===== config.mk =====
export PLATFORM = sky130hd
export DESIGN_NAME = odl_host_end_flat
export DESIGN_NICKNAME = d
export VERILOG_FILES = /design/src/pkg/odl_pkg.sv /design/src/pkg/odl_link_if.sv /design/src/hw/odl_host_end.sv /design/src/flat_wrapper.sv
export SDC_FILE = /design/constraint.sdc
export NUM_CORES = 1
export LEC_CHECK = 0
export ABC_AREA = 0
export BUFFER_PORTS_ARGS = -buffer_cell sky130_fd_sc_hd__clkbuf_2
export CAP_MARGIN = 20
export CORE_ASPECT_RATIO = 0.6
export CORE_MARGIN = 2
export CORE_UTILIZATION = 57
export DETAILED_ROUTE_END_ITERATION = 10
export GPL_TIMING_DRIVEN = 0
export HOLD_SLACK_MARGIN = 0.08
export PLACE_DENSITY = 0.79
export SKIP_CTS_REPAIR_TIMING = 1
export SYNTH_ARGS = -nofsm -noshare
export SYNTH_HDL_FRONTEND = slang
export SYNTH_SLANG_ARGS = --single-unit

===== constraint.sdc =====
create_clock -name CLK -period 2.4 [get_ports CLK]
set_clock_uncertainty 0.1 [all_clocks]
set_input_delay 0.24 -clock CLK [delete_from_list [all_inputs] [get_ports CLK]]
set_output_delay 0.24 -clock CLK [all_outputs]
set_load 0.02 [all_outputs]

===== src/pkg/odl_pkg.sv =====
// Shared constants for the serial DAC load path.
package odl_pkg;

  // ************************************************************
  // Word layout
  // ************************************************************
  localparam int          WORD_BITS  = 16;
  localparam int          BYTE_BITS  = 8;
  localparam int          NUM_CH     = 8;
  localparam int          CH_W       = 3;
  localparam int          CODE_W     = 12;
  localparam int          CH_LSB     = 0;
  localparam int          SEL_BIT    = 3;
  localparam int          CODE_LSB   = 4;
  localparam logic [3:0]  LAST_BIT   = 4'hf;
  localparam logic [3:0]  BYTE_LAST  = 4'h7;

  // ************************************************************
  // Timing in CLK cycles
  // ************************************************************
  localparam int          DIV_HALF_DEF  = 4;
  localparam logic [3:0]  STROBE_CYCLES = 4'h2;

  // ************************************************************
  // Values after reset
  // ************************************************************
  localparam logic [WORD_BITS-1:0] WORD_RST = 16'h0000;
  localparam logic [CODE_W-1:0]    CODE_RST = 12'h000;

endpackage


===== src/pkg/odl_link_if.sv =====
// Serial link between the host end and the converter end.
`timescale 1ns/1ps
interface odl_link_if;
  logic frame_sync_n;
  logic serial_shift_clock;
  logic serial_data_in;
  logic serial_chain_out;
  logic output_update_strobe_n;
  logic output_clear_n;
  logic device_select_pin;

  modport host (
    output frame_sync_n,
    output serial_shift_clock,
    output serial_data_in,
    input  serial_chain_out,
    output output_update_strobe_n,
    output output_clear_n,
    output device_select_pin
  );

  modport dac (
    input  frame_sync_n,
    input  serial_shift_clock,
    input  serial_data_in,
    output serial_chain_out,
    input  output_update_strobe_n,
    input  output_clear_n,
    input  device_select_pin
  );
endinterface


===== src/hw/odl_host_end.sv =====
// Host end: frames words onto the serial link, pulses strobes, gathers readback.
//
// Contract
// - Frame sync drops before a word's first bit.
// - Data is valid at each falling clock edge.
// - Byte mode keeps frame low between both bytes.
// - Each byte gives exactly eight falling edges.
// - Frame rises after the second byte completes.
// - Words go out most significant bit first.
// - Load strobe low moves inputs to outputs.
// - Clock idles low, data changes on rising.
// - Data shifts out on rising clock edges.
// - Word bit three must match device select pin.
// - Shifted data reappears on chain output.
// - A full chain returns earlier words for readback.
// - Host steers select pins, retransmitting first words; the code drives one select pin and never retransmits.
// - Multi-word loads keep frame low until last.
`timescale 1ns/1ps
module odl_host_end
  import odl_pkg::*;
#(
  parameter int DIV_HALF = DIV_HALF_DEF
)(
  // System clock domain
  input  wire logic                 CLK,
  input  wire logic                 RST,
  input  wire logic                 CE,
  // Word request
  input  wire logic                 WORD_VALID,
  input  wire logic [WORD_BITS-1:0] WORD_DATA,
  input  wire logic                 WORD_LSB_FIRST,
  input  wire logic                 BYTE_MODE,
  input  wire logic                 HOLD_FRAME,
  input  wire logic                 SELECT_LEVEL,
  // Strobe requests
  input  wire logic                 UPDATE_REQ,
  input  wire logic                 CLEAR_REQ,
  output logic                      REQ_READY,
  output logic                      BUSY,
  // Readback
  output logic [WORD_BITS-1:0]      RB_DATA,
  output logic                      RB_VALID,
  // Link
  odl_link_if.host                  LINK
);

  // ************************************************************
  // Types and helpers
  // ************************************************************
  typedef enum logic [2:0] {
    ST_IDLE  = 3'h0,
    ST_LEAD  = 3'h1,
    ST_HIGH  = 3'h2,
    ST_LOW   = 3'h3,
    ST_GAP   = 3'h4,
    ST_TAIL  = 3'h5,
    ST_PULSE = 3'h6
  } odl_state_e;

  typedef logic [7:0] odl_timer_t;

  localparam odl_timer_t HALF_LOAD = odl_timer_t'(DIV_HALF - 1);

  function automatic logic [WORD_BITS-1:0] odl_reverse(input logic [WORD_BITS-1:0] w);
    logic [WORD_BITS-1:0] r;
    r = '0;
    for (int i = 0; i < WORD_BITS; i++) begin
      r[i] = w[WORD_BITS-1-i];
    end
    return r;
  endfunction

  // ************************************************************
  // State
  // ************************************************************
  odl_state_e           state_q;
  odl_timer_t           timer_q;
  logic [3:0]           bitn_q;
  logic [WORD_BITS-1:0] tx_q;
  logic [WORD_BITS-1:0] rx_q;
  logic                 byte_mode_q;
  logic                 hold_q;
  logic                 pulse_upd_q;
  logic                 sclk_q;
  logic                 sdi_q;
  logic                 frame_n_q;
  logic                 upd_n_q;
  logic                 clr_n_q;
  logic                 sel_q;
  logic [1:0]           sdo_sync_q;
  logic                 tick;
  logic                 take_word;
  logic                 take_upd;
  logic                 take_clr;

  assign tick      = (timer_q == '0);
  assign REQ_READY = CE && (state_q == ST_IDLE);
  assign take_word = REQ_READY && WORD_VALID;
  assign take_upd  = REQ_READY && !WORD_VALID && UPDATE_REQ;
  assign take_clr  = REQ_READY && !WORD_VALID && !UPDATE_REQ && CLEAR_REQ;
  assign BUSY      = (state_q != ST_IDLE);

  // ************************************************************
  // Chain output synchroniser
  // ************************************************************
  // The returned bit is read only at the end of a high phase, at
  // least three cycles after it last moved, so the two-stage delay
  // never loses it.
  always_ff @(posedge CLK or posedge RST) begin
    if (RST) begin
      sdo_sync_q <= 2'h0;
    end else if (CE) begin
      sdo_sync_q <= {sdo_sync_q[0], LINK.serial_chain_out};
    end
  end

  // ************************************************************
  // Sequencer
  // ************************************************************
  always_ff @(posedge CLK or posedge RST) begin
    if (RST) begin
      state_q <= ST_IDLE;
      timer_q <= '0;
      bitn_q  <= 4'h0;
    end else if (CE) begin
      if (!tick) begin
        timer_q <= timer_q - odl_timer_t'(1);
      end
      unique case (state_q)
        ST_IDLE: begin
          if (take_word) begin
            state_q <= ST_LEAD;
            timer_q <= HALF_LOAD;
            bitn_q  <= 4'h0;
          end else if (take_upd || take_clr) begin
            state_q <= ST_PULSE;
            timer_q <= odl_timer_t'(STROBE_CYCLES - 4'h1);
          end
        end
        ST_LEAD: begin
          if (tick) begin
            state_q <= ST_HIGH;
            timer_q <= HALF_LOAD;
          end
        end
        ST_HIGH: begin
          if (tick) begin
            state_q <= ST_LOW;
            timer_q <= HALF_LOAD;
          end
        end
        ST_LOW: begin
          if (tick) begin
            timer_q <= HALF_LOAD;
            if (bitn_q == LAST_BIT) begin
              state_q <= ST_TAIL;
            end else if (byte_mode_q && bitn_q == BYTE_LAST) begin
              state_q <= ST_GAP;
            end else begin
              state_q <= ST_HIGH;
              bitn_q  <= bitn_q + 4'h1;
            end
          end
        end
        ST_GAP: begin
          if (tick) begin
            state_q <= ST_HIGH;
            timer_q <= HALF_LOAD;
            bitn_q  <= bitn_q + 4'h1;
          end
        end
        ST_TAIL: begin
          if (tick) begin
            state_q <= ST_IDLE;
          end
        end
        ST_PULSE: begin
          if (tick) begin
            state_q <= ST_IDLE;
          end
        end
        default: begin
          state_q <= ST_IDLE;
        end
      endcase
    end
  end

  // ************************************************************
  // Request capture
  // ************************************************************
  always_ff @(posedge CLK or posedge RST) begin
    if (RST) begin
      byte_mode_q <= 1'b0;
      hold_q      <= 1'b0;
      pulse_upd_q <= 1'b0;
      sel_q       <= 1'b0;
    end else if (CE) begin
      if (take_word) begin
        byte_mode_q <= BYTE_MODE;
        hold_q      <= HOLD_FRAME;
        sel_q       <= SELECT_LEVEL;
      end
      if (take_upd || take_clr) begin
        pulse_upd_q <= take_upd;
      end
    end
  end

  // ************************************************************
  // Serial clock and data
  // ************************************************************
  // Clock polarity 0: idle low, data changes as the clock rises and
  // stands for the whole high phase across the falling edge.
  always_ff @(posedge CLK or posedge RST) begin
    if (RST) begin
      sclk_q <= 1'b0;
      sdi_q  <= 1'b0;
      tx_q   <= WORD_RST;
    end else if (CE) begin
      if (take_word) begin
        tx_q <= WORD_LSB_FIRST ? odl_reverse(WORD_DATA) : WORD_DATA;
      end else if (tick && (state_q == ST_LEAD || state_q == ST_GAP ||
                   (state_q == ST_LOW && bitn_q != LAST_BIT &&
                    !(byte_mode_q && bitn_q == BYTE_LAST)))) begin
        sclk_q <= 1'b1;
        sdi_q  <= tx_q[WORD_BITS-1];
        tx_q   <= {tx_q[WORD_BITS-2:0], 1'b0};
      end else if (tick && state_q == ST_HIGH) begin
        sclk_q <= 1'b0;
      end
    end
  end

  // ************************************************************
  // Frame sync
  // ************************************************************
  always_ff @(posedge CLK or posedge RST) begin
    if (RST) begin
      frame_n_q <= 1'b1;
    end else if (CE) begin
      if (take_word) begin
        frame_n_q <= 1'b0;
      end else if (state_q == ST_LOW && tick && bitn_q == LAST_BIT) begin
        frame_n_q <= !hold_q;
      end
    end
  end

  // ************************************************************
  // Load and clear strobes
  // ************************************************************
  always_ff @(posedge CLK or posedge RST) begin
    if (RST) begin
      upd_n_q <= 1'b1;
      clr_n_q <= 1'b1;
    end else if (CE) begin
      upd_n_q <= !take_upd && !(state_q == ST_PULSE && pulse_upd_q && !tick);
      clr_n_q <= !take_clr && !(state_q == ST_PULSE && !pulse_upd_q && !tick);
    end
  end

  // ************************************************************
  // Readback
  // ************************************************************
  // Each returned bit is taken just before the falling edge that
  // would move it, so the word comes back most significant bit first.
  always_ff @(posedge CLK or posedge RST) begin
    if (RST) begin
      rx_q     <= WORD_RST;
      RB_DATA  <= WORD_RST;
      RB_VALID <= 1'b0;
    end else if (CE) begin
      RB_VALID <= 1'b0;
      if (state_q == ST_HIGH && tick) begin
        rx_q <= {rx_q[WORD_BITS-2:0], sdo_sync_q[1]};
      end
      if (state_q == ST_LOW && tick && bitn_q == LAST_BIT) begin
        RB_DATA  <= rx_q;
        RB_VALID <= 1'b1;
      end
    end
  end

  assign LINK.serial_shift_clock     = sclk_q;
  assign LINK.serial_data_in         = sdi_q;
  assign LINK.frame_sync_n           = frame_n_q;
  assign LINK.output_update_strobe_n = upd_n_q;
  assign LINK.output_clear_n         = clr_n_q;
  assign LINK.device_select_pin      = sel_q;

endmodule


===== src/flat_wrapper.sv =====
// flat-port wrapper written by rule: the top's interface ports become plain ports
module odl_host_end_flat import odl_pkg::*;
#(
  parameter int DIV_HALF = DIV_HALF_DEF
)
  (CLK, RST, CE, WORD_VALID, WORD_DATA, WORD_LSB_FIRST, BYTE_MODE, HOLD_FRAME, SELECT_LEVEL, UPDATE_REQ, CLEAR_REQ, REQ_READY, BUSY, RB_DATA, RB_VALID, LINK_frame_sync_n, LINK_serial_shift_clock, LINK_serial_data_in, LINK_serial_chain_out, LINK_output_update_strobe_n, LINK_output_clear_n, LINK_device_select_pin);
  odl_link_if LINK_i ();
  input  wire logic CLK;
  input  wire logic RST;
  input  wire logic CE;
  input  wire logic WORD_VALID;
  input  wire logic [WORD_BITS-1:0] WORD_DATA;
  input  wire logic WORD_LSB_FIRST;
  input  wire logic BYTE_MODE;
  input  wire logic HOLD_FRAME;
  input  wire logic SELECT_LEVEL;
  input  wire logic UPDATE_REQ;
  input  wire logic CLEAR_REQ;
  output logic REQ_READY;
  output logic BUSY;
  output logic [WORD_BITS-1:0] RB_DATA;
  output logic RB_VALID;
  output wire logic [$bits(LINK_i.frame_sync_n)-1:0] LINK_frame_sync_n;
  output wire logic [$bits(LINK_i.serial_shift_clock)-1:0] LINK_serial_shift_clock;
  output wire logic [$bits(LINK_i.serial_data_in)-1:0] LINK_serial_data_in;
  input wire logic [$bits(LINK_i.serial_chain_out)-1:0] LINK_serial_chain_out;
  output wire logic [$bits(LINK_i.output_update_strobe_n)-1:0] LINK_output_update_strobe_n;
  output wire logic [$bits(LINK_i.output_clear_n)-1:0] LINK_output_clear_n;
  output wire logic [$bits(LINK_i.device_select_pin)-1:0] LINK_device_select_pin;
  assign LINK_frame_sync_n = LINK_i.frame_sync_n;
  assign LINK_serial_shift_clock = LINK_i.serial_shift_clock;
  assign LINK_serial_data_in = LINK_i.serial_data_in;
  assign LINK_i.serial_chain_out = LINK_serial_chain_out;
  assign LINK_output_update_strobe_n = LINK_i.output_update_strobe_n;
  assign LINK_output_clear_n = LINK_i.output_clear_n;
  assign LINK_device_select_pin = LINK_i.device_select_pin;
  odl_host_end #(.DIV_HALF(DIV_HALF)) u_core (.CLK(CLK), .RST(RST), .CE(CE), .WORD_VALID(WORD_VALID), .WORD_DATA(WORD_DATA), .WORD_LSB_FIRST(WORD_LSB_FIRST), .BYTE_MODE(BYTE_MODE), .HOLD_FRAME(HOLD_FRAME), .SELECT_LEVEL(SELECT_LEVEL), .UPDATE_REQ(UPDATE_REQ), .CLEAR_REQ(CLEAR_REQ), .REQ_READY(REQ_READY), .BUSY(BUSY), .RB_DATA(RB_DATA), .RB_VALID(RB_VALID), .LINK(LINK_i));
endmodule

==> Yosys cells after proc, flatten, opt, wreduce, memory -nomap -nowiden <==
Cells that the tools add are included.
{ "op_classes": {"mux": 28, "addsub": 2, "bitwise": 1, "n_reduce_logical": 52, "eq_ne": 18} }
{ "op_table": {"columns": ["operator", "count"], "rows": [
  ["$mux W16", 3],
  ["$mux W8", 4],
  ["$mux W3", 8],
  ["$mux W4", 5],
  ["$logic_and A1 B1 Y1", 19],
  ["$pmux W8 S2", 1],
  ["$pmux W3 S5", 1],
  ["$ne A2 B1 Y1 const B", 6],
  ["$pmux W4 S3", 1],
  ["$reduce_and A2 Y1", 6],
  ["$logic_not A1 Y1", 10],
  ["$eq A3 B3 Y1 const B", 3],
  ["$logic_not A8 Y1", 1],
  ["$sub A8 B1 Y8 const B", 1],
  ["$reduce_and A7 Y1", 1],
  ["$eq A3 B2 Y1 const B", 2],
  ["$reduce_and A3 Y1", 2],
  ["$reduce_and A6 Y1", 1],
  ["$reduce_bool A2 Y1", 3],
  ["$reduce_bool A3 Y1", 2],
  ["$mux W1", 5],
  ["$add A4 B1 Y4 const B", 1],
  ["$eq A4 B3 Y1 const B", 1],
  ["$eq A4 B4 Y1 const B", 1],
  ["9 further kinds", 13]
]} }
{ "totals": {"output_inout_bits": 25, "input_bits": 27, "regBits": 75} }

==> Logic depth before layout (Yosys ltp) <==
{ "depth": {"ltp_word": 9, "depth_mapped": 11, "depth_no_buf": 10} }

==> Least setup slack after synthesis <==
No wires, ideal clock.
{ "synth_path": {"path_kind": "register to register", "startpoint": "register u_core.timer_q[0]", "endpoint": "register u_core.timer_q[0]", "path_stages_with_launch": 12, "t_arrival_ns": 1.999, "path_slack_ns": 0.224, "setup_ns": 0.077, "synth_period_minus_slack_ns": 2.176, "path_cell_list": "dfrtp_1 -> inv_1 -> ha_1 -> nor4b_2 -> and2_1 -> buf_4 -> inv_1 -> ha_1 -> nor3_1 -> a221oi_1 -> a21oi_1 -> a21oi_1"} }
{ "synth_via": {"elab_chain_len": 5, "word_cells_on_any_way": 7, "cone_classes": "1 x add/sub; 5 x mux; 1 x reduce/logical"} }
{ "synth_rtl": {"columns": ["element", "line_no", "text"], "rows": [
  ["start, declared", "odl_host_end.sv:77", "odl_timer_t timer_q;"],
  ["start signal, assigned", "odl_host_end.sv:127", "timer_q <= timer_q - odl_timer_t'(1);"],
  ["start signal, assigned", "odl_host_end.sv:137", "timer_q <= odl_timer_t'(STROBE_CYCLES - 4'h1);"],
  ["$sub A8 B1 Y8 / $logic_not A8 Y1 (equally long branches)", "odl_host_end.sv:127, odl_host_end.sv:96", null],
  ["$mux W8", "odl_host_end.sv:126", "if (!tick) begin"],
  ["$mux W8", "odl_host_end.sv:135", "end else if (take_upd || take_clr) begin"],
  ["$mux W8", "odl_host_end.sv:131", "if (take_word) begin"],
  ["$pmux W8 S2 (*)", "odl_host_end.sv:129", "unique case (state_q)"]
]} }
Every way passes the cells marked *; elsewhere a longest branch is shown, timed or not.
A chain may end at the register's enable or synchronous reset.

==> Final worst setup path <==
{ "layout_path": {"startpoint": "register u_core.timer_q[1]", "endpoint": "register u_core.timer_q[0]"} }
{ "layout_via": {"elab_chain_len": 5, "word_cells_on_any_way": 6, "cone_classes": "5 x mux; 1 x reduce/logical"} }
{ "layout_rtl": {"columns": ["element", "line_no", "text"], "rows": [
  ["$logic_not A8 Y1 (*)", "odl_host_end.sv:96", "assign tick = (timer_q == '0);"],
  ["$mux W8", "odl_host_end.sv:126", null],
  ["$mux W8", "odl_host_end.sv:135", null],
  ["$mux W8", "odl_host_end.sv:131", null],
  ["$pmux W8 S2 (*)", "odl_host_end.sv:129", null]
]} }
Marks and branches as above.

==> impl_results.md <==
* Fillcell total at 487
* Detail Placement HPWL at 5560 µm
* Hold Path Class: in -> reg
* DR vias at 2,874
* DRC viols at 0
* Crit path DAT at 2.50 ns
* Period utilisation layout at 96.6%
* PortBufs at 49
* Sequential power share at 43.9%
* Final core occ at 71.9%
* Switching Share at 34.1%
* Setup violators final at 0
* Initial Util at 60.0%
* Maximum vdd drop at 0.000479 V
* Mean post-synth cell area at 11.3 µm²
* Status: finished clean
* Min Tclk post-route at 2.32 ns
* Clk Latency, worst-skew pair at 0.36 ns
* Worst-Margin Slew at 0.897 ns
* Critical-path top delay cell: dfrtp_1
* Sequential element share of the synthesized area at 50.4%
* CP Capture Type: register
* Largest area contributor in the netlist: dfrtp_1
* Dominant synthesized flop cell: dfrtp_1
* Number of global-route vias before repair at 2,592
* NumNets Final at 432
* Initial drt markers at 199
* Internal Power at 2.71 mW
* Yosys warning count at 0
* Library cells used by synthesis at 58
* Max Root-Sink Buffers at 2
* Core Rows at 22
* CTS tree: done
* Clock Sinks at 75
* H-tree lvl count at 3
* Most frequent cell after synthesis: dfrtp_1
* Placed Area at 4090 µm²
* Design Area, Final at 4470 µm²
* Area Overhead vs Synth at 19.9%
* Global route overflow at 0
* Final hold vios at 0
* Die Area at 7230 µm²
* Slowest cell delay on critical path at 0.43 ns
* Max Cap Violations at 0
* Die Y at 66.7 µm
* Mapped Area at 3730 µm²
* Most frequent CP cell: a21oi_1
* Asr flop ratio synth at 100%
* CORE AREA at 6220 µm²
* Mapped Nets at 360
* Worst Path Max Fanout at 4
* Critical path class: reg -> reg
* Ports at 52
* Yosys reg bits at 75
* Share of cells above drive strength 1 at 28.0%
* Via-to-Cell Ratio at 5.85
* DP Worst Slack at -0.0612 ns
* Final slew viol count at 0
* Cells after Synth at 330
* Crit path cell chain: inv_1 -> ha_2 -> nor4b_4 -> and2_1 -> buf_6 -> clkinvlp_4 -> ha_4 -> nor3_2 -> a221oi_2 -> a21oi_1 -> a21oi_1
* RePlAce Congestion at 0.845
* Synth cell count leaders: dfrtp_1 (72), nor2_1 (28), mux2_1 (24)
* Max Fclk at 431 MHz
* PwrDens at 918 nW/µm²
* Post-synth EDFFs at 0
* Post-route setup slack at 0.0813 ns
* Switching power at 1.40 mW
* Lkg Pwr at 2.21 nW
* Root buf cell: clkbuf_8
* Gate power share at 29.0%
* Wirelength, routed at 7930 µm
* Slew HR at 40.2%
* Gr usage total at 23.8%
* Routed length per instance at 16.1 µm
* Die W at 108 µm
* Pin count of the biggest net entering global routing at 76
* Antenna violations before repair at 0
* Drt pass-1 iters at 4
* Area contributors post-synth: dfrtp_1 (48%), mux2_1 (7.2%), mux2i_1 (5.1%)
* Fin Hold WS at 0.116 ns
* Diode count at 0
* First-pass GRT wire length at 12,800 µm
* WP data required at 2.58 ns
* Inserted Clock Buffers at 9
* Post-synth top area share at 48.3%
* CTS clk-pin slew, worst paths at 0.08 ns
* Clock power share at 27.2%
* Crit path launch type: register
* Antenna viol nets, final at 0
-- area by class of cell --
| cell class | instances | area [µm²] | share of cell area (%) |
|---|---|---|---|
| sequential | 75 | 1880 | 42.1 |
| multi-input combinational | 218 | 1720 | 38.5 |
| timing repair buffer | 61 | 350 | 7.83 |
| clock buffer | 10 | 138 | 3.08 |
| buffer | 20 | 109 | 2.43 |
| tap | 84 | 105 | 2.35 |
| clock inverter | 6 | 93.8 | 2.10 |
| inverter | 17 | 75.1 | 1.68 |
-- through the flow --
step	setup TNS (ns)	total power [mW]	cells
after floorplan	0	2.60	330
after global placement	-46.81	2.84	463
after CTS	-0.0819	4.02	479
final	0	4.11	491
after detailed placement	-0.0612	2.89	463
after global routing	-0.00589	4.35	491
-- critical path: cells and delay by family, from the launching register on --
family / cells / cell delay (ns)
flip-flops: 1 / 0.43
adder cells (fa/ha/maj): 2 / 0.49
buffers and inverters: 3 / 0.31
AND/OR/NAND/NOR: 3 / 0.45
AO/OA/AOI/OAI: 3 / 0.46
-- power groups by stage --
stage / combinational, mW / sequential [mW] / clock (mW)
2_1_floorplan: 0.837 / 1.76 / 0
3_3_place_gp: 1.04 / 1.80 / 0
3_5_place_dp: 1.08 / 1.81 / 0
4_1_cts: 1.09 / 1.79 / 1.14
5_1_grt: 1.31 / 1.84 / 1.20
6_report: 1.19 / 1.80 / 1.12
-- worst paths after layout --
kind                               startpoint                            endpoint  slack, ns  cells past startpoint
setup / recovery            u_core.timer_q[1]                   u_core.timer_q[0]       0.08                     11
min in group asynchronous                 RST                     u_core.rx_q[10]       0.51                      3
hold / removal                  WORD_DATA[15]                      u_core.tx_q[0]       0.12                      3
max in group asynchronous                 RST                   u_core.timer_q[0]       1.05                      3
setup reg to reg            u_core.timer_q[1]                   u_core.timer_q[0]       0.08                     11
hold reg to reg            u_core.pulse_upd_q  u_core.LINK.output_update_strobe_n       0.36                      1
-- state kept, by name (all words and copies together) (netlist names) --
register,cells
u_core.bitn_q,4
u_core.LINK.frame_sync_n,1
u_core.rx_q,16
u_core.state_q,3
u_core.RB_VALID,1
u_core.LINK.output_update_strobe_n,1
u_core.LINK.serial_data_in,1
u_core.sdo_sync_q,2
u_core.timer_q,8
u_core.RB_DATA,16
u_core.byte_mode_q,1
u_core.LINK.device_select_pin,1
u_core.tx_q,16
u_core.pulse_upd_q,1
u_core.LINK.output_clear_n,1
u_core.LINK.serial_shift_clock,1
u_core.hold_q,1
-- routing by layer --
metal / part of all wire (%) / vias to the layer above / wire [µm] / GRT usage [%]
li1: - / 1366 / - / -
met1: 49 / 1408 / 3880 / 34.1
met2: 43 / 87 / 3400 / 32.7
met3: 6.6 / 13 / 527 / 9.20
met4: 1.6 / 0 / 123 / 8.49
met5: 0 / - / 0 / 0
-- cell families (layout without fill, tap and decap cells) --
kind of cell,count (synthesis),in the layout,synth area share [%]
and+or+nand+nor,95,95,14.5
DFF,75,75,50.4
AOI/OAI and AO/OA,64,64,13.2
muxes,56,56,16.3
buffers and inverters,37,114,4.59
adders and majority gates,3,3,1.01
-- cell usage in the layout, fill, tap and decap left out, types with 4 or more instances in the layout --
cell type,netlist,final
nand4_1,5,5
nor2_1,28,28
mux2i_1,19,19
a211oi_1,6,6
clkbuf_1,9,9
inv_1,16,14
o2bb2ai_1,4,4
nor3_1,8,7
dfrtp_1,72,71
a221o_1,14,14
nand2b_1,4,4
mux2_1,24,24
clkbuf_8,0,10
o21ai_0,8,7
a21oi_1,8,8
clkbuf_2,0,49
buf_2,7,6
nand2_1,20,20
nor2b_1,4,4
buf_4,1,6
mux2_2,13,13
dlygate4sd3_1,0,6
Note: power is estimated with default switching activity, not from simulation.
